==> config.mk <==
export PLATFORM = sky130hd
export DESIGN_NAME = drs_top
export DESIGN_NICKNAME = d
export VERILOG_FILES = /design/src/drs_pkg.sv /design/src/drs_encoder.sv /design/src/drs_top.sv
export SDC_FILE = /design/constraint.sdc
export NUM_CORES = 1
export LEC_CHECK = 0
export BUFFER_PORTS_ARGS = -buffer_cell sky130_fd_sc_hd__buf_2
export CAP_MARGIN = 20
export CORE_MARGIN = 2
export CORE_UTILIZATION = 59
export DETAILED_ROUTE_END_ITERATION = 8
export MAX_ROUTING_LAYER = met4
export PLACE_DENSITY = 0.84
export SETUP_SLACK_MARGIN = 0.02
export SYNTH_ARGS = -nofsm -noshare
export SYNTH_HDL_FRONTEND = slang
export SYNTH_SLANG_ARGS = --single-unit
==> constraint.sdc <==
create_clock -name i_clock -period 19.1 [get_ports i_clock]
set_input_delay 1.91 -clock i_clock [delete_from_list [all_inputs] [get_ports i_clock]]
set_output_delay 1.91 -clock i_clock [all_outputs]
set_load 0.02 [all_outputs]
==> src/drs_pkg.sv <==
package drs_pkg;
  // multi-function input modes
  localparam logic [1:0] MFI_MODE_VOLTAGE = 2'h1;
  localparam logic [1:0] MFI_MODE_CURRENT = 2'h2;
  localparam logic [1:0] MFI_MODE_DIGITAL = 2'h3;
  // actual speed source codes
  localparam logic [1:0] SPD_SRC_SENSOR1  = 2'h1;
  localparam logic [1:0] SPD_SRC_SENSOR2  = 2'h2;
  localparam logic [1:0] SPD_SRC_RESET    = 2'h1;
  // pulses per revolution limits
  localparam int         PPR_WIDTH        = 14;
  localparam logic [13:0] PPR_MIN         = 14'h0001;
  localparam logic [13:0] PPR_MAX         = 14'h2000;
  localparam logic [13:0] PPR_RESET       = 14'h0400;
  localparam logic [15:0] MIN_FREQ_RESET  = 16'h015E; // 3.50 Hz in 0.01 Hz
  // re-initialization time after commissioning end
  localparam int         REINIT_TIME_US   = 100;
  localparam int         CLK_MHZ          = 125;
  localparam int         REINIT_CYCLES    = REINIT_TIME_US * CLK_MHZ;
  localparam int         CNT_WIDTH        = 32;
  localparam logic [1:0] SENS_MODE_OFF    = 2'h0;
endpackage : drs_pkg

==> src/drs_encoder.sv <==
`timescale 1ns/1ps
// quadrature decoder for speed sensor 1
module drs_encoder #(
  parameter int CW = 32                      // count width
) (
  input  wire logic          i_clock,        // system clock
  input  wire logic          i_rst_n,        // synchronous-released reset
  input  wire logic          i_enable,       // sensor active
  input  wire logic          i_track_a,      // synced track a
  input  wire logic          i_track_b,      // synced track b
  input  wire logic          i_zero,         // synced zero track
  input  wire logic [13:0]   i_ppr,          // pulses per revolution
  output logic               o_dir_ccw,      // direction flag
  output logic               o_step,         // one-cycle edge pulse
  output logic [CW-1:0]      o_position,     // edge count within revolution
  output logic [CW-1:0]      o_revs          // revolution count
);
  import drs_pkg::*;
  initial begin
    if (CW < 16) $error("drs_encoder: CW too small");
  end

  logic        a_reg;
  logic        b_reg;
  logic        z_reg;
  logic        step;
  logic        ccw;
  logic [CW-1:0] edges_per_rev;

  // four edges per line in quadrature
  assign edges_per_rev = CW'({i_ppr, 2'b00});
  assign step = i_enable && ((i_track_a ^ a_reg) || (i_track_b ^ b_reg));
  // phase order: a leading b is clockwise
  assign ccw  = (i_track_a ^ a_reg) ? (i_track_a == i_track_b)
                                    : (i_track_a != i_track_b);

  // previous track levels
  always_ff @(posedge i_clock or negedge i_rst_n) begin
    if (!i_rst_n) begin
      a_reg <= 1'b0;
      b_reg <= 1'b0;
      z_reg <= 1'b0;
    end else begin
      a_reg <= i_track_a;
      b_reg <= i_track_b;
      z_reg <= i_zero;
    end
  end

  // direction and step outputs
  always_ff @(posedge i_clock or negedge i_rst_n) begin
    if (!i_rst_n) begin
      o_dir_ccw <= 1'b0;
      o_step    <= 1'b0;
    end else begin
      o_step <= step;
      if (step) o_dir_ccw <= ccw;
    end
  end

  // position scaled by pulses per revolution, zero track realigns
  always_ff @(posedge i_clock or negedge i_rst_n) begin
    if (!i_rst_n) begin
      o_position <= '0;
      o_revs     <= '0;
    end else if (i_enable && i_zero && !z_reg) begin
      o_position <= '0;
    end else if (step) begin
      if (!ccw) begin
        if (o_position >= edges_per_rev - CW'(1)) begin
          o_position <= '0;
          o_revs     <= o_revs + CW'(1);
        end else begin
          o_position <= o_position + CW'(1);
        end
      end else begin
        if (o_position == '0) begin
          o_position <= edges_per_rev - CW'(1);
          o_revs     <= o_revs - CW'(1);
        end else begin
          o_position <= o_position - CW'(1);
        end
      end
    end
  end
endmodule : drs_encoder

==> src/drs_top.sv <==
// Functional notes
// - Multi-function mode 1 is a voltage reference, 2 a current reference, 3 a digital input.
// - Release plus clockwise or anticlockwise start runs the drive to the minimum frequency.
// - Dropping release disables the output stage and engages the brake if fitted.
// - Ending commissioning resets and re-initializes with the fault relay asserted.
// - Speed source 1 (default) is sensor 1; 2 is sensor 2 only with a module present.
// - Sensor 1 track A is the fifth input, track B the fourth, zero the sixth.
// - Sensor 1 pulses per revolution accept 1 to 8192, default 1024.
// - Sensor 2 pulses per revolution accept 1 to 8192, default 1024.
// - An active sensor 1 mode withdraws inputs four to six from other functions.
// - An active sensor 2 mode withdraws the two lowest module inputs from other functions.
// - Sensor 2 settings are taken only when the module supports them.
// - After commissioning show output frequency; two confirms store another value.
`timescale 1ns/1ps
module drs_top #(
  parameter int REINIT_CNT = drs_pkg::REINIT_CYCLES, // re-init length
  parameter int MOD_INPUTS = 4                       // module digital inputs
) (
  input  wire logic                  i_clock,        // 125 MHz clock
  input  wire logic                  i_arst_n,       // async reset
  input  wire logic                  i_run_release_input,     // release pin
  input  wire logic                  i_clockwise_start_input, // cw start pin
  input  wire logic                  i_anticlockwise_start_input, // ccw pin
  input  wire logic                  i_encoder_track_a_input, // fifth input
  input  wire logic                  i_encoder_track_b_input, // fourth input
  input  wire logic                  i_encoder_zero_track_input, // sixth in
  input  wire logic                  i_mod_inputs_n_unused, // unused spare
  input  wire logic [MOD_INPUTS-1:0] i_module_inputs,  // module dig. inputs
  input  wire logic                  i_module_present, // expansion fitted
  input  wire logic                  i_module_sensor2, // module has sensor 2
  input  wire logic [1:0]            i_multi_function_input_mode, // mode
  input  wire logic                  i_multi_function_digital_path, // pin
  input  wire logic [1:0]            i_speed_source,  // speed source code
  input  wire logic [1:0]            i_sensor1_mode,  // sensor 1 mode
  input  wire logic [1:0]            i_sensor2_mode,  // sensor 2 mode
  input  wire logic [13:0]           i_sensor1_ppr,   // sensor 1 ppr
  input  wire logic [13:0]           i_sensor2_ppr,   // sensor 2 ppr
  input  wire logic                  i_sensor2_level, // sensor 2 level
  input  wire logic                  i_config_write,  // settings strobe
  input  wire logic [15:0]           i_min_frequency, // minimum freq 0.01Hz
  input  wire logic                  i_brake_fitted,  // brake installed
  input  wire logic                  i_commission_end, // end confirmed pulse
  input  wire logic                  i_confirm_key,   // confirm key pulse
  input  wire logic [7:0]            i_display_select, // selected value
  input  wire logic                  i_sensor2_step,  // module sensor step
  input  wire logic                  i_sensor2_dir_ccw, // module direction
  output logic                       o_stage_enable,  // power stage on
  output logic                       o_brake_on,      // brake engaged
  output logic                       o_run_ccw,       // running anticlockwise
  output logic [15:0]                o_freq_target,   // target frequency
  output logic                       o_fault_relay_output, // fault relay
  output logic                       o_initializing,  // re-init in progress
  output logic                       o_mfi_voltage,   // analog voltage ref
  output logic                       o_mfi_current,   // analog current ref
  output logic                       o_mfi_digital,   // digital path level
  output logic [1:0]                 o_speed_source,  // active source
  output logic [13:0]                o_sensor1_ppr,   // accepted ppr 1
  output logic [13:0]                o_sensor2_ppr,   // accepted ppr 2
  output logic                       o_sensor2_level, // accepted level
  output logic                       o_sensor2_active, // sensor 2 in use
  output logic                       o_speed_step,    // selected sensor step
  output logic                       o_speed_dir_ccw, // selected direction
  output logic                       o_pins456_free,  // inputs 4-6 usable
  output logic [MOD_INPUTS-1:0]      o_module_inputs_free, // usable inputs
  output logic [31:0]                o_enc_position,  // sensor 1 position
  output logic [7:0]                 o_display_value, // shown actual value
  output logic                       o_display_ack    // confirmation shown
);
  import drs_pkg::*;
  initial begin
    if (REINIT_CNT < 1) $error("drs_top: REINIT_CNT must be positive");
    if (MOD_INPUTS < 2) $error("drs_top: MOD_INPUTS must be at least 2");
  end

  localparam logic [7:0] DISP_OUT_FREQ = 8'hF1; // output frequency code
  localparam logic [31:0] REINIT_LAST = 32'(REINIT_CNT - 1);

  typedef enum logic [1:0] {ST_RUN, ST_REINIT} drs_state_t;
  typedef enum logic [1:0] {KY_IDLE, KY_SHOWN} drs_key_t;

  logic        rst_s1_reg;
  logic        rst_n;
  logic [5:0]  s1_reg;
  logic [5:0]  s2_reg;
  logic [MOD_INPUTS-1:0] m1_reg;
  logic [MOD_INPUTS-1:0] m2_reg;
  drs_state_t  state_reg;
  drs_key_t    key_reg;
  logic [31:0] cnt_reg;
  logic [7:0]  disp_saved_reg;
  logic        run_req;
  logic        s1_on;
  logic        s2_on;
  logic        enc_step;
  logic        enc_ccw;
  logic [31:0] enc_pos;

  // reset release synchroniser
  always_ff @(posedge i_clock or negedge i_arst_n) begin
    if (!i_arst_n) begin
      rst_s1_reg <= 1'b0;
      rst_n      <= 1'b0;
    end else begin
      rst_s1_reg <= 1'b1;
      rst_n      <= rst_s1_reg;
    end
  end

  // pin synchronisers
  always_ff @(posedge i_clock or negedge rst_n) begin
    if (!rst_n) begin
      s1_reg <= '0;
      s2_reg <= '0;
      m1_reg <= '0;
      m2_reg <= '0;
    end else begin
      s1_reg <= {i_multi_function_digital_path, i_encoder_zero_track_input,
                 i_encoder_track_a_input, i_encoder_track_b_input,
                 i_anticlockwise_start_input,
                 i_run_release_input};
      s2_reg <= s1_reg;
      m1_reg <= i_module_inputs;
      m2_reg <= m1_reg;
    end
  end

  // clockwise start kept on its own synchroniser bit pair
  logic cw_s1_reg;
  logic cw_s2_reg;
  always_ff @(posedge i_clock or negedge rst_n) begin
    if (!rst_n) begin
      cw_s1_reg <= 1'b0;
      cw_s2_reg <= 1'b0;
    end else begin
      cw_s1_reg <= i_clockwise_start_input;
      cw_s2_reg <= cw_s1_reg;
    end
  end

  assign s1_on   = (i_sensor1_mode != SENS_MODE_OFF);
  assign s2_on   = (i_sensor2_mode != SENS_MODE_OFF) && i_module_present
                   && i_module_sensor2;
  assign run_req = s2_reg[0] && (cw_s2_reg || s2_reg[1])
                   && (state_reg == ST_RUN);

  // sensor 1 decoder: a on fifth, b on fourth, z on sixth input
  drs_encoder #(
    .CW         (32)
  ) u_enc (
    .i_clock    (i_clock),
    .i_rst_n    (rst_n),
    .i_enable   (s1_on),
    .i_track_a  (s2_reg[3]),
    .i_track_b  (s2_reg[2]),
    .i_zero     (s2_reg[4]),
    .i_ppr      (o_sensor1_ppr),
    .o_dir_ccw  (enc_ccw),
    .o_step     (enc_step),
    .o_position (enc_pos),
    .o_revs     ()
  );

  // commissioning end: reset and re-initialize with fault relay on
  always_ff @(posedge i_clock or negedge rst_n) begin
    if (!rst_n) begin
      state_reg <= ST_RUN;
      cnt_reg   <= '0;
    end else begin
      unique case (state_reg)
        ST_RUN: begin
          cnt_reg <= '0;
          if (i_commission_end) state_reg <= ST_REINIT;
        end
        ST_REINIT: begin
          cnt_reg <= cnt_reg + 32'h00000001;
          if (cnt_reg >= REINIT_LAST) state_reg <= ST_RUN;
        end
        default: state_reg <= ST_RUN;
      endcase
    end
  end

  // run enable, brake and target frequency
  always_ff @(posedge i_clock or negedge rst_n) begin
    if (!rst_n) begin
      o_stage_enable       <= 1'b0;
      o_brake_on           <= 1'b0;
      o_run_ccw            <= 1'b0;
      o_freq_target        <= '0;
      o_fault_relay_output <= 1'b0;
      o_initializing       <= 1'b0;
    end else begin
      o_stage_enable       <= run_req;
      o_brake_on           <= !s2_reg[0] && i_brake_fitted;
      o_run_ccw            <= run_req && !cw_s2_reg;
      o_freq_target        <= run_req ? i_min_frequency : 16'h0000;
      o_fault_relay_output <= (state_reg == ST_REINIT) ||
                              (state_reg == ST_RUN && i_commission_end);
      o_initializing       <= (state_reg == ST_REINIT);
    end
  end

  // multi-function input mode decode
  always_ff @(posedge i_clock or negedge rst_n) begin
    if (!rst_n) begin
      o_mfi_voltage <= 1'b0;
      o_mfi_current <= 1'b0;
      o_mfi_digital <= 1'b0;
    end else begin
      o_mfi_voltage <= (i_multi_function_input_mode == MFI_MODE_VOLTAGE);
      o_mfi_current <= (i_multi_function_input_mode == MFI_MODE_CURRENT);
      o_mfi_digital <= (i_multi_function_input_mode == MFI_MODE_DIGITAL)
                       && s2_reg[5];
    end
  end

  // settings: range checked, sensor 2 only with supporting module
  always_ff @(posedge i_clock or negedge rst_n) begin
    if (!rst_n) begin
      o_speed_source  <= SPD_SRC_RESET;
      o_sensor1_ppr   <= PPR_RESET;
      o_sensor2_ppr   <= PPR_RESET;
      o_sensor2_level <= 1'b0;
    end else if (i_config_write) begin
      if (i_speed_source == SPD_SRC_SENSOR1 ||
          (i_speed_source == SPD_SRC_SENSOR2 && i_module_present))
        o_speed_source <= i_speed_source;
      if (i_sensor1_ppr >= PPR_MIN && i_sensor1_ppr <= PPR_MAX)
        o_sensor1_ppr <= i_sensor1_ppr;
      if (s2_on && i_sensor2_ppr >= PPR_MIN && i_sensor2_ppr <= PPR_MAX)
        o_sensor2_ppr <= i_sensor2_ppr;
      if (s2_on)
        o_sensor2_level <= i_sensor2_level;
    end
  end

  // speed feedback select and pin withdrawal
  always_ff @(posedge i_clock or negedge rst_n) begin
    if (!rst_n) begin
      o_sensor2_active     <= 1'b0;
      o_speed_step         <= 1'b0;
      o_speed_dir_ccw      <= 1'b0;
      o_pins456_free       <= 1'b1;
      o_module_inputs_free <= '0;
      o_enc_position       <= '0;
    end else begin
      o_sensor2_active <= s2_on;
      if (o_speed_source == SPD_SRC_SENSOR2 && s2_on) begin
        o_speed_step    <= i_sensor2_step;
        o_speed_dir_ccw <= i_sensor2_dir_ccw;
      end else begin
        o_speed_step    <= enc_step;
        o_speed_dir_ccw <= enc_ccw;
      end
      o_pins456_free       <= !s1_on;
      o_module_inputs_free <= s2_on ?
        {{(MOD_INPUTS-2){1'b1}}, 2'b00} & m2_reg : m2_reg;
      o_enc_position       <= enc_pos;
    end
  end

  // display selection: two confirm presses store the value
  always_ff @(posedge i_clock or negedge rst_n) begin
    if (!rst_n) begin
      key_reg         <= KY_IDLE;
      disp_saved_reg  <= DISP_OUT_FREQ;
      o_display_value <= DISP_OUT_FREQ;
      o_display_ack   <= 1'b0;
    end else begin
      o_display_ack <= 1'b0;
      unique case (key_reg)
        KY_IDLE: if (i_confirm_key) key_reg <= KY_SHOWN;
        KY_SHOWN: if (i_confirm_key) begin
          key_reg        <= KY_IDLE;
          disp_saved_reg <= i_display_select;
          o_display_ack  <= 1'b1;
        end
        default: key_reg <= KY_IDLE;
      endcase
      if (state_reg == ST_REINIT) o_display_value <= disp_saved_reg;
      else if (key_reg == KY_SHOWN) o_display_value <= i_display_select;
    end
  end
endmodule : drs_top

* Yosys cells after proc, flatten, opt, wreduce, memory -nomap -nowiden
Index checks and enable logic that the tools add are counted.
** Word-level totals
- Output and inout port bits :: 104
- Bits of input ports :: 83
- Register bits :: 209
** Cells by class
- Add/subtract/negate cells :: 4
- Magnitude comparators :: 6
- Bitwise operators :: 2
- Equal/unequal tests :: 14
- Muxes and demuxes :: 21
- Reductions and logical operators :: 39
** Operator list (count)
- $mux 32 :: 5
- $add 32x1->32 const B :: 2
- $pmux 32 s2 :: 1
- $ge 32x14->1 const B :: 1
- $ge 32x32->1 :: 1
- $logic_not 32->1 :: 1
- $sub 32x1->32 const B :: 1
- $ge 14x1->1 const B :: 2
- $le 14x14->1 const B :: 2
- $sub 16x1->17 const B :: 1
- $logic_and 1x1->1 :: 16
- $mux 16 :: 1
- $mux 8 :: 2
- $reduce_and 2->1 :: 7
- $mux 2 :: 5
- $reduce_bool 2->1 :: 5
- $eq 2x1->1 const B :: 4
- $eq 2x2->1 const B :: 4
- $ne 2x2->1 const B :: 4
- $pmux 2 s2 :: 2
- $mux 1 :: 5
- $logic_not 1->1 :: 4
- $logic_not 2->1 :: 2
- $logic_or 1x1->1 :: 4
- other kinds (3) :: 4

* Depth between registers and ports, before layout
Gate-level depths: netlist of the first run.
- Depth after elaboration :: 6
- Depth in mapped cells :: 14
- Depth with buffers taken out :: 13

* Hierarchy
Synthesis of the first run repeated with hierarchy kept, for this count alone.
** Unflattened totals
- Cell total of the unflattened synthesis :: 1291
- Area, all modules :: 12802.3 um2
** Modules (own cells, without submodules)
- drs_encoder :: area an instance 6633.9 um2, times used 1, cells an instance 840
- drs_top :: area an instance 6168.4 um2, times used 1, cells an instance 451

* Worst setup path before layout of the first run
No wires, ideal clock.
- Path type :: reg-to-reg
- Start :: reg o_sensor1_ppr[9]
- End :: reg u_enc.o_position[10]
- Clock period less this slack :: 4037 ps
- Slack :: 15063 ps
- Arrival :: 3915 ps
- Buffers on the path :: 2
- Required time :: 18978 ps
- Stages on the path, launching flop included :: 14
- Cells stage by stage :: dfrtp_1 -> or4_4 -> or3_4 -> or4_4 -> buf_6 -> ha_1 -> nand4_1 -> nor4_1 -> nand2_1 -> a21oi_1 -> o21ai_2 -> and2_1 -> clkbuf_1 -> a32o_1
** On the way
- Word-level cells in the longest chain between the ends :: 6
** Ends and longest elaborated chain
- from (decl) :: line drs_top.sv:57 : output logic [13:0] o_sensor1_ppr,
- from (signal assigned) :: line drs_top.sv:229 : o_sensor1_ppr <= i_sensor1_ppr;
- $sub 16x1->17 :: line drs_encoder.sv:70 : if (o_position >= edges_per_rev - CW'(1)) begin
- $ge 32x32->1 :: line drs_encoder.sv:70
- $mux 32 :: line drs_encoder.sv:70
- $mux 32 :: line drs_encoder.sv:69 : if (!ccw) begin
- $mux 32 :: line drs_encoder.sv:68 : end else if (step) begin
- $mux 32 :: line drs_encoder.sv:66 : end else if (i_enable && i_zero && !z_reg) begin
- to (signal assigned) :: line drs_encoder.sv:74 : o_position <= o_position + CW'(1);
- to (signal assigned) :: line drs_encoder.sv:78 : o_position <= edges_per_rev - CW'(1);
- to (signal assigned) :: line drs_encoder.sv:81 : o_position <= o_position - CW'(1);
- to (decl) :: line drs_encoder.sv:15 : output logic [CW-1:0] o_position,
No other way between the ends. The select of a mux whose other input is x is not followed.
A chain may end at the register's enable or synchronous reset.

* Worst setup path in the final report of the first run
- Start :: reg o_sensor1_ppr[7]
- End :: reg u_enc.o_position[21]
** On the way
- Word-level cells in the longest chain between the ends :: 6
- Elaborated cells between the ends (all ways) :: 7
- Those cells by class :: 1 x add/sub; 1 x order compare; 5 x mux
** Ends and longest elaborated chain (line)
- $sub 16x1->17 * :: drs_encoder.sv:70, drs_encoder.sv:78
- $ge 32x32->1 :: drs_encoder.sv:70
- $mux 32 :: drs_encoder.sv:70
- $mux 32 * :: drs_encoder.sv:69
- $mux 32 * :: drs_encoder.sv:68
- $mux 32 * :: drs_encoder.sv:66
Mark *: on every way between the ends. The rest lies on a longest branch, timed or not. The select of a mux whose other input is x is not followed.

==> impl_metrics.py, run 1 <==
metrics = {
    "status": {
        "status": "complete, no violations",
    },
    "clock_network": {
        "cts_setup_buffers": 0,
        "post_cts_resized": 0,
        "path_clk_slew_ns": 0.06,
        "cts_buffer_depth": 3,
        "clock-sinks": 207,
        "cts.hold.buffers_added": 0,
        "htreeDepth": 1,
        "numCtsBuffers": 22,
        "cts_tree": "yes",
        "clkLatencyLatePin_ns": 0.50,
        "cts.root.buffer_cell": "clkbuf_16",
    },
    "timing": {
        "slew_headroom_pct": 34.7,
        "hold_ws_ns": 0.350,
        "fin_tns_setup_ns": 0,
        "slew_violations": 0,
        "fmaxAchievable_mhz": 193,
        "setup_viol": 0,
        "rsz0062_at_grt": "no",
        "fin_worst_skew_ns": 0.0177,
        "hold_violations": 0,
        "worstMarginPinSlew_ns": 0.975,
        "setup_ws_ns": 13.93,
        "min_period_ns": 5.17,
        "finalCritPeriodShare_pct": 27.1,
    },
    "die": {
        "die_h_microns": 135,
        "die_w_microns": 135,
        "start_util_pct": 60.6,
        "die_area_sq_mm": 0.0182,
        "rows": 47,
        "ios": 187,
        "coreArea_sq_mm": 0.0166,
    },
    "logic_synthesis": {
        "synth_cell_type_count": 77,
        "seq_area_frac_synth_pct": 51.5,
        "syn-num-nets": 1084,
        "ys_ff_latch": 207,
        "netlist_instances": 966,
        "syn-cell-area_sq_mm": 0.0101,
        "synth_warnings": 0,
        "async_flop_share_pct": 100,
        "syn_area_per_cell_sq_um": 10.4,
        "synth_edf_count": 0,
        "synth_ff_type": "dfrtp_1",
    },
    "critical_path": {
        "r2r-end": "u_enc.o_position[21]",
        "r2r-start": "o_sensor1_ppr[7]",
        "reg2reg_depth": 11,
        "start_kind": "flop",
        "path_max_fanout": 19,
        "ff2ff_setup_slack_ns": 13.93,
        "cp.arrival_ns": 5.52,
        "critPathCapture": "u_enc.o_position[21]",
        "crit_start": "o_sensor1_ppr[7]",
        "end_kind": "flop",
        "cp.required_ns": 19.44,
        "worstSetupPathType": "reg2reg",
    },
    "layout": {
        "final_cell_count_no_fill": 1375,
        "drive_gt1_share_pct": 26.2,
        "final_core_util_pct": 71.7,
        "final_cell_mix": "dfrtp_1, buf_2, nand2_1",
        "area_delta_synth_final_pct": 18.2,
        "diodes": 0,
        "nets": 1258,
        "layout_commonest_cell": "dfrtp_1",
        "fin_area_sq_mm": 0.0119,
    },
    "placement": {
        "dp_hpwl_microns": 17700,
        "io_buffer_count": 185,
        "dp_cells": 1336,
        "place.gp.congestion": 0.965,
        "placed_cell_area_sq_mm": 0.0112,
        "pre_cts_ws_ns": 14.14,
    },
    "hold_path": {
        "hold_class": "reg2reg",
    },
    "global_route": {
        "track_usage_pct": 29.2,
        "grt_max_degree": 77,
        "grt_pass1_wl_microns": 41100,
        "antenna_found_initial": 0,
        "grt.overflow.total": 0,
        "grt_pass1_vias": 8214,
    },
    "drt": {
        "dr.first_iter.drc_count": 880,
        "wl_per_cell_microns": 18.5,
        "firstDrtPassIters": 6,
        "routed_wl_microns": 25400,
        "drc": 0,
        "detail-route-antenna-nets": 0,
        "via_per_inst": 6.05,
        "routed-via-count": 8325,
    },
    "job": {
        "drv_cap": 0,
    },
    "power_and_ir_drop": {
        "ir_worst_vdd_mv": 0.0930,
        "finalPower_mw": 1.73,
        "p_leak_nw": 5.59,
        "powerDensity_mw_per_mm2": 145,
    },
}
==> cell type report <==
class | instances | area (sq um)
flip-flops and latches | 207 | 5200
fillers | 1170 | 4710
multi-input cells | 686 | 4620
repair buffers | 196 | 1010
clock buffers | 33 | 633
well taps | 220 | 275
inverters | 27 | 101
clock inverters | 6 | 90.1
==> logic make-up (layout without fill, tap and decap cells) <==
group / after synthesis / after routing / synth area share (%)
flip-flops: 207 / 207 / 51.5
XOR/XNOR: 55 / 55 / 4.77
AO/OA/AOI/OAI: 192 / 192 / 12.5
other: 1 / 1 / 0.0372
AND/OR/NAND/NOR: 356 / 356 / 18.8
adder cells (fa/ha/maj): 35 / 35 / 4.34
multiplexers: 47 / 47 / 5.13
buffers and inverters: 73 / 262 / 2.90
==> Yosys cell counts (10+ instances only) <==
master	n	area, sq um
or3_1	10	62.6
o21ai_0	51	255
nand2_1	78	293
clkbuf_1	35	131
nor4_1	22	138
dfstp_2	14	368
nor2_1	46	173
xnor2_1	38	333
xor2_1	17	149
a21oi_1	47	235
and3_1	13	81.3
mux2_2	38	428
dfrtp_1	193	4830
nand3_1	38	190
nor3_1	32	160
o22ai_1	13	81.3
inv_1	27	101
ha_1	35	438
a31oi_1	10	62.6
and2_1	51	319
nand4_1	22	138
==> power by group <==
| part | internal, mW | switching (mW) |
|---|---|---|
| Combinational | 0.240 | 0.409 |
| Sequential | 0.540 | 0.117 |
| Clock | 0.257 | 0.167 |
| Total | 1.04 | 0.693 |
==> routing by layer <==
metal | routed length, microns | global-route usage (%) | part of all wire (%) | up-vias
met5 | 0 | - | 0 | -
met4 | 937 | 11.1 | 3.7 | 0
met3 | 2110 | 5.03 | 8.3 | 93
met2 | 12200 | 47.1 | 48 | 425
met1 | 10200 | 37.3 | 40 | 3968
li1 | - | - | - | 3839
==> how the worst min path moves through the flow <==
stage,from,end,slack [ns],depth (start not counted)
CTS,s1_reg[1],s2_reg[1],0.35,0
floorplan,cw_s1_reg,cw_s2_reg,0.33,0
global placement,s1_reg[1],s2_reg[1],0.33,0
detailed placement,s1_reg[2],s2_reg[2],0.34,0
global route,s1_reg[1],s2_reg[1],0.35,0
finish,s1_reg[2],s2_reg[2],0.35,0
==> worst max-delay path, cell delays in order (launching register included) <==
cell and delay, ns:
dfrtp_1 0.44, or4_4 0.55, or3_4 0.35, or4_4 0.66, ha_1 0.37, nand4_1 0.17, nor4_1 0.64, nand2_1 0.19
a21oi_1 0.57, o21ai_2 0.40, nand2_1 0.47, o221ai_1 0.19
Power figures use the tool's default switching activity.
==> run 2, diff against run 1 <==
--- a/config.mk
+++ b/config.mk
@@ -8,10 +8,10 @@
 export BUFFER_PORTS_ARGS = -buffer_cell sky130_fd_sc_hd__buf_2
 export CAP_MARGIN = 20
 export CORE_MARGIN = 2
-export CORE_UTILIZATION = 59
+export CORE_UTILIZATION = 56
 export DETAILED_ROUTE_END_ITERATION = 8
 export MAX_ROUTING_LAYER = met4
-export PLACE_DENSITY = 0.84
+export PLACE_DENSITY = 0.8
 export SETUP_SLACK_MARGIN = 0.02
 export SYNTH_ARGS = -nofsm -noshare
 export SYNTH_HDL_FRONTEND = slang
==> constraint.sdc (replaced) <==
create_clock -name i_clock -period 5 [get_ports i_clock]
set_input_delay 0.5 -clock i_clock [delete_from_list [all_inputs] [get_ports i_clock]]
set_output_delay 0.5 -clock i_clock [all_outputs]
set_load 0.02 [all_outputs]
==> run 2 against run 1 <==
Net effect: global-route usage down 1.6 points; total power rose to 3.8 times the previous value; utilization shrank 4.8 points; routed wire length rose by 0.41%; clock skew is 0.0037 ns lower; non-clock buffer count up 1; critical path depth is the same; clock power rose to 3.7 times the previous value; hold slack got worse by 0.25 ns; critical path type unchanged.
==> impl_metrics.py, run 2 (same netlist as run 1, synthesis figures left out) <==
metrics = {
    "die": {
        "die_area_sq_mm": 0.0191,
        "die_h_microns": 138,
        "die_w_microns": 138,
        "ios": 187,
        "rows": 49,
        "start_util_pct": 56.5,
        "coreArea_sq_mm": 0.0178,
    },
    "layout": {
        "diodes": 0,
        "nets": 1259,
        "area_delta_synth_final_pct": 18.3,
        "drive_gt1_share_pct": 26.5,
        "final_cell_mix": "dfrtp_1, buf_2, nand2_1",
        "layout_commonest_cell": "dfrtp_1",
    },
    "critical_path": {
        "cpPeakStageDelay_ns": 0.65,
        "path_max_fanout": 19,
        "start_kind": "flop",
        "cp.arrival_ns": 4.83,
        "end_kind": "flop",
        "cp.required_ns": 5.40,
        "crit_slowest_cell": "or4_4",
        "worstSetupPathType": "reg2reg",
        "cp.depth": 11,
        "path_delay_family": "simple AND/OR/NAND/NOR gates",
        "reg2reg_depth": 11,
        "crit_buf_inv": 0,
        "crit_chain": "or4_4 > or3_4 > or4_4 > ha_1 > a21oi_1 > nand2_1 > a221oi_1 > o211ai_1 > o21ai_2 > nand2_1 > o32ai_1",
    },
    "global_route": {
        "track_usage_pct": 27.5,
        "grt_pass1_wl_microns": 42100,
        "grt_pass1_vias": 8168,
        "grt_max_degree": 206,
        "antenna_found_initial": 0,
        "grt.overflow.total": 0,
    },
    "power_and_ir_drop": {
        "p_leak_nw": 5.60,
        "powerDensity_mw_per_mm2": 545,
        "finalPower_mw": 6.50,
        "ir_worst_vdd_mv": 0.314,
    },
    "clock_network": {
        "cts.root.buffer_cell": "clkbuf_16",
        "cts_setup_buffers": 0,
        "path_clk_slew_ns": 0.06,
        "post_cts_resized": 0,
        "numCtsBuffers": 22,
        "cts_buffer_depth": 3,
        "clock-sinks": 207,
        "htreeDepth": 1,
        "cts_tree": "yes",
        "clkLatencyLatePin_ns": 0.51,
    },
    "timing": {
        "finalCritPeriodShare_pct": 88.6,
        "rsz0062_at_grt": "no",
        "slew_headroom_pct": 29.1,
        "slew_violations": 0,
        "worstMarginPinSlew_ns": 1.06,
        "hold_violations": 0,
        "min_period_ns": 4.43,
        "fin_worst_skew_ns": 0.0140,
        "fin_tns_setup_ns": 0,
        "setup_viol": 0,
        "fmaxAchievable_mhz": 226,
    },
    "drt": {
        "routed_wl_microns": 25500,
        "detail-route-antenna-nets": 0,
        "dr.first_iter.drc_count": 704,
        "via_per_inst": 6.01,
        "routed-via-count": 8319,
        "firstDrtPassIters": 5,
        "drc": 0,
        "wl_per_cell_microns": 18.4,
    },
    "placement": {
        "io_buffer_count": 185,
        "place.gp.congestion": 0.981,
        "dp_hpwl_microns": 17500,
    },
    "hold_path": {
        "holdPathStages": 1,
        "hold_class": "in2reg",
    },
    "job": {
        "drv_cap": 0,
    },
    "status": {
        "status": "complete, no violations",
    },
}
run 2: cell count changes in the layout (fill, tap and decap cells not counted), sizes merged:
| cell | change |
|---|---|
| bufinv | -2 |
| dlygate4sd3 | +1 |
| clkbuf | -1 |
| clkinv | +3 |
run 2: area by class of cell:
class	instances	area, sq um
Clock inverter	7	52.6
Clock buffer	32	648
Tap cell	229	287
Sequential cell	207	5200
Timing Repair Buffer	197	1030
Fill cell	1389	5910
Multi-Input combinational cell	686	4610
Inverter	27	101
run 2: stage by stage:
step	hold WS, ns	instance area (sq um)	std cells	setup slack (ns)	util (%)
2_1_floorplan	0.204	10100	966	0.963	-
3_3_place_gp	0.286	11200	1345	0.745	62.9
3_5_place_dp	0.289	11200	1345	0.691	62.9
4_1_cts	0.0783	11900	1385	0.568	66.9
5_1_grt	0.0821	11900	1385	0.293	66.9
6_report	0.0948	11900	1385	0.569	66.9
run 2: layer usage:
metal,part of all wire (%),global-route usage [%],vias to the layer above
li1,-,-,3862
met2,49,45.5,377
met5,0,-,-
met3,7.6,4.43,66
met1,41,35.4,4014
met4,2.4,8.38,0
run 2: timing repair:
action	CTS	global route
setup endpoints to repair	0	0
hold buffers	1	0
hold endpoints to repair	2	0
run 2: final timing paths:
path | startpoint | end | slack (ns)
setup / recovery | o_sensor1_ppr[7] | u_enc.o_position[7] | 0.57
hold / removal | i_module_inputs[1] | m1_reg[1] | 0.09
setup reg to reg | o_sensor1_ppr[7] | u_enc.o_position[7] | 0.57
hold reg to reg | m1_reg[1] | m2_reg[1] | 0.35
max in group asynchronous | rst_n | cnt_reg[31] | 3.69
min in group asynchronous | i_arst_n | rst_n | 0.31
run 2: power breakdown:
group	internal, mW	switching [mW]
clock	0.902	0.650
combinational	0.922	1.54
sequential	2.06	0.426
total	3.89	2.61
run 2: worst register-to-register path: stages, from the launching register on:
cell and delay [ns]:
dfrtp_1 0.45, or4_4 0.55, or3_4 0.36, or4_4 0.66, ha_1 0.38, a21oi_1 0.15
nand2_1 0.06, a221oi_1 0.34, o211ai_1 0.21, o21ai_2 0.35, nand2_1 0.40, o32ai_1 0.41
==> run 3, diff against run 2 <==
--- a/config.mk
+++ b/config.mk
@@ -11,7 +11,7 @@
 export CORE_UTILIZATION = 56
 export DETAILED_ROUTE_END_ITERATION = 8
 export MAX_ROUTING_LAYER = met4
-export PLACE_DENSITY = 0.8
+export PLACE_DENSITY_LB_ADDON = 0.2
 export SETUP_SLACK_MARGIN = 0.02
 export SYNTH_ARGS = -nofsm -noshare
 export SYNTH_HDL_FRONTEND = slang
==> run 3 against run 2 <==
Net effect: flip-flop and latch count unchanged; hold slack better by 0.0067 ns; highest routed layer unchanged; critical path type unchanged; global-route usage down 1.3 points; register-to-register slack hardly changed; final area is 0.85% higher.
==> impl_metrics.py, run 3 (same netlist as run 1, synthesis figures left out) <==
metrics = {
    "status": {
        "status": "complete, no violations",
    },
    "timing": {
        "fmaxAchievable_mhz": 225,
        "setup_viol": 0,
        "fin_tns_setup_ns": 0,
        "hold_violations": 0,
        "slew_violations": 0,
        "hold_ws_ns": 0.101,
        "finalCritPeriodShare_pct": 88.9,
        "fin_worst_skew_ns": 0.0223,
        "min_period_ns": 4.44,
        "rsz0062_at_grt": "no",
        "slew_headroom_pct": 33.2,
        "worstMarginPinSlew_ns": 0.999,
    },
    "die": {
        "die_w_microns": 138,
        "rows": 49,
        "start_util_pct": 56.5,
        "ios": 187,
        "die_area_sq_mm": 0.0191,
        "die_h_microns": 138,
        "coreArea_sq_mm": 0.0178,
    },
    "global_route": {
        "grt_pass1_vias": 7965,
        "grt.overflow.total": 0,
        "antenna_found_initial": 0,
        "grt_max_degree": 85,
        "grt_pass1_wl_microns": 40200,
        "track_usage_pct": 26.2,
    },
    "hold_path": {
        "hold-path-endpoint": "s1_reg[5]",
        "worstHoldStart": "i_multi_function_digital_path",
        "hold_class": "in2reg",
        "holdPathStages": 1,
    },
    "placement": {
        "io_buffer_count": 185,
        "dp_hpwl_microns": 17100,
        "place.gp.congestion": 0.967,
    },
    "clock_network": {
        "path_clk_slew_ns": 0.06,
        "numCtsBuffers": 23,
        "cts_buffer_depth": 3,
        "htreeDepth": 1,
        "cts.root.buffer_cell": "clkbuf_16",
        "clkLatencyLatePin_ns": 0.51,
        "cts_setup_buffers": 0,
        "clock-sinks": 207,
        "cts_tree": "yes",
    },
    "drt": {
        "detail-route-antenna-nets": 0,
        "firstDrtPassIters": 5,
        "via_per_inst": 5.84,
        "drc": 0,
        "wl_per_cell_microns": 17.8,
        "dr.first_iter.drc_count": 610,
        "routed-via-count": 8099,
        "routed_wl_microns": 24700,
    },
    "layout": {
        "diodes": 0,
        "nets": 1261,
        "drive_gt1_share_pct": 26.6,
        "area_delta_synth_final_pct": 19.3,
        "final_cell_mix": "dfrtp_1, buf_2, nand2_1",
        "layout_commonest_cell": "dfrtp_1",
        "n_fill_cell": 1394,
    },
    "critical_path": {
        "cp.required_ns": 5.38,
        "r2r-start": "o_sensor1_ppr[7]",
        "end_kind": "flop",
        "path_max_fanout": 19,
        "r2r-end": "u_enc.o_position[11]",
        "worstSetupPathType": "reg2reg",
        "ff2ff_setup_slack_ns": 0.56,
        "start_kind": "flop",
        "reg2reg_depth": 11,
        "cp.arrival_ns": 4.83,
    },
    "power_and_ir_drop": {
        "ir_worst_vdd_mv": 0.334,
        "powerDensity_mw_per_mm2": 554,
        "p_leak_nw": 5.64,
        "finalPower_mw": 6.66,
    },
    "job": {
        "drv_cap": 0,
    },
}
==> run 3: power by group <==
part	switching (mW)	internal [mW]	leakage [nW]
clock	0.661	1.06	0.373
sequential	0.431	2.06	2.63
combinational	1.52	0.924	2.64
total	2.62	4.05	5.64
==> run 3: per-layer routing <==
layer	GRT usage, %	part of all wire, %	vias up
met1	34.0	43	3877
met5	-	0	-
met4	9.18	2.8	0
met3	4.43	6.1	59
met2	42.2	48	314
li1	-	-	3849
==> run 3: timing repair <==
item / CTS / global route
hold endpoints to repair: 2 / 0
resized for setup: 0 / 0
hold buffers: 1 / 0
==> run 3: area by class of cell <==
| class | instances | area (sq um) | area share, % |
|---|---|---|---|
| Timing Repair Buffer | 198 | 1060 | 8.80 |
| Inverter | 27 | 101 | 0.842 |
| Clock inverter | 8 | 120 | 0.998 |
| Sequential cell | 207 | 5200 | 43.2 |
| Multi-Input combinational cell | 686 | 4620 | 38.4 |
| Tap cell | 229 | 287 | 2.38 |
| Clock buffer | 32 | 649 | 5.40 |
==> run 3: worst max-delay path: stages (launching register included) <==
cell,delay (ns)
dfrtp_1,0.45
or4_4,0.56
or3_4,0.35
or4_4,0.66
ha_1,0.37
nand4_1,0.17
nor4_1,0.33
nand2_1,0.11
a21oi_1,0.39
or3_1,0.47
o21ai_0,0.17
a22o_1,0.28
==> run 3: through the flow <==
| stage | worst slack, ns | cells | util (%) | instance area, sq um |
|---|---|---|---|---|
| global placement | 0.730 | 1345 | 62.9 | 11200 |
| global route | 0.378 | 1387 | 67.5 | 12000 |
| detailed placement | 0.581 | 1345 | 62.9 | 11200 |
| finish | 0.556 | 1387 | 67.5 | 12000 |
| CTS | 0.570 | 1386 | 67.3 | 12000 |
| floorplan | 0.963 | 966 | - | 10100 |
==> run 3: worst max path at each step <==
| stage | from | to | slack [ns] | cells after the start |
|---|---|---|---|---|
| detailed placement | o_sensor1_ppr[7] | u_enc.o_position[11] | 0.58 | 11 |
| floorplan | o_sensor1_ppr[9] | u_enc.o_position[6] | 0.96 | 13 |
| CTS | o_sensor1_ppr[7] | u_enc.o_position[11] | 0.57 | 11 |
| global placement | o_sensor1_ppr[7] | u_enc.o_position[11] | 0.73 | 11 |
| global route | o_sensor1_ppr[7] | u_enc.o_position[11] | 0.38 | 11 |
| finish | o_sensor1_ppr[7] | u_enc.o_position[11] | 0.56 | 11 |
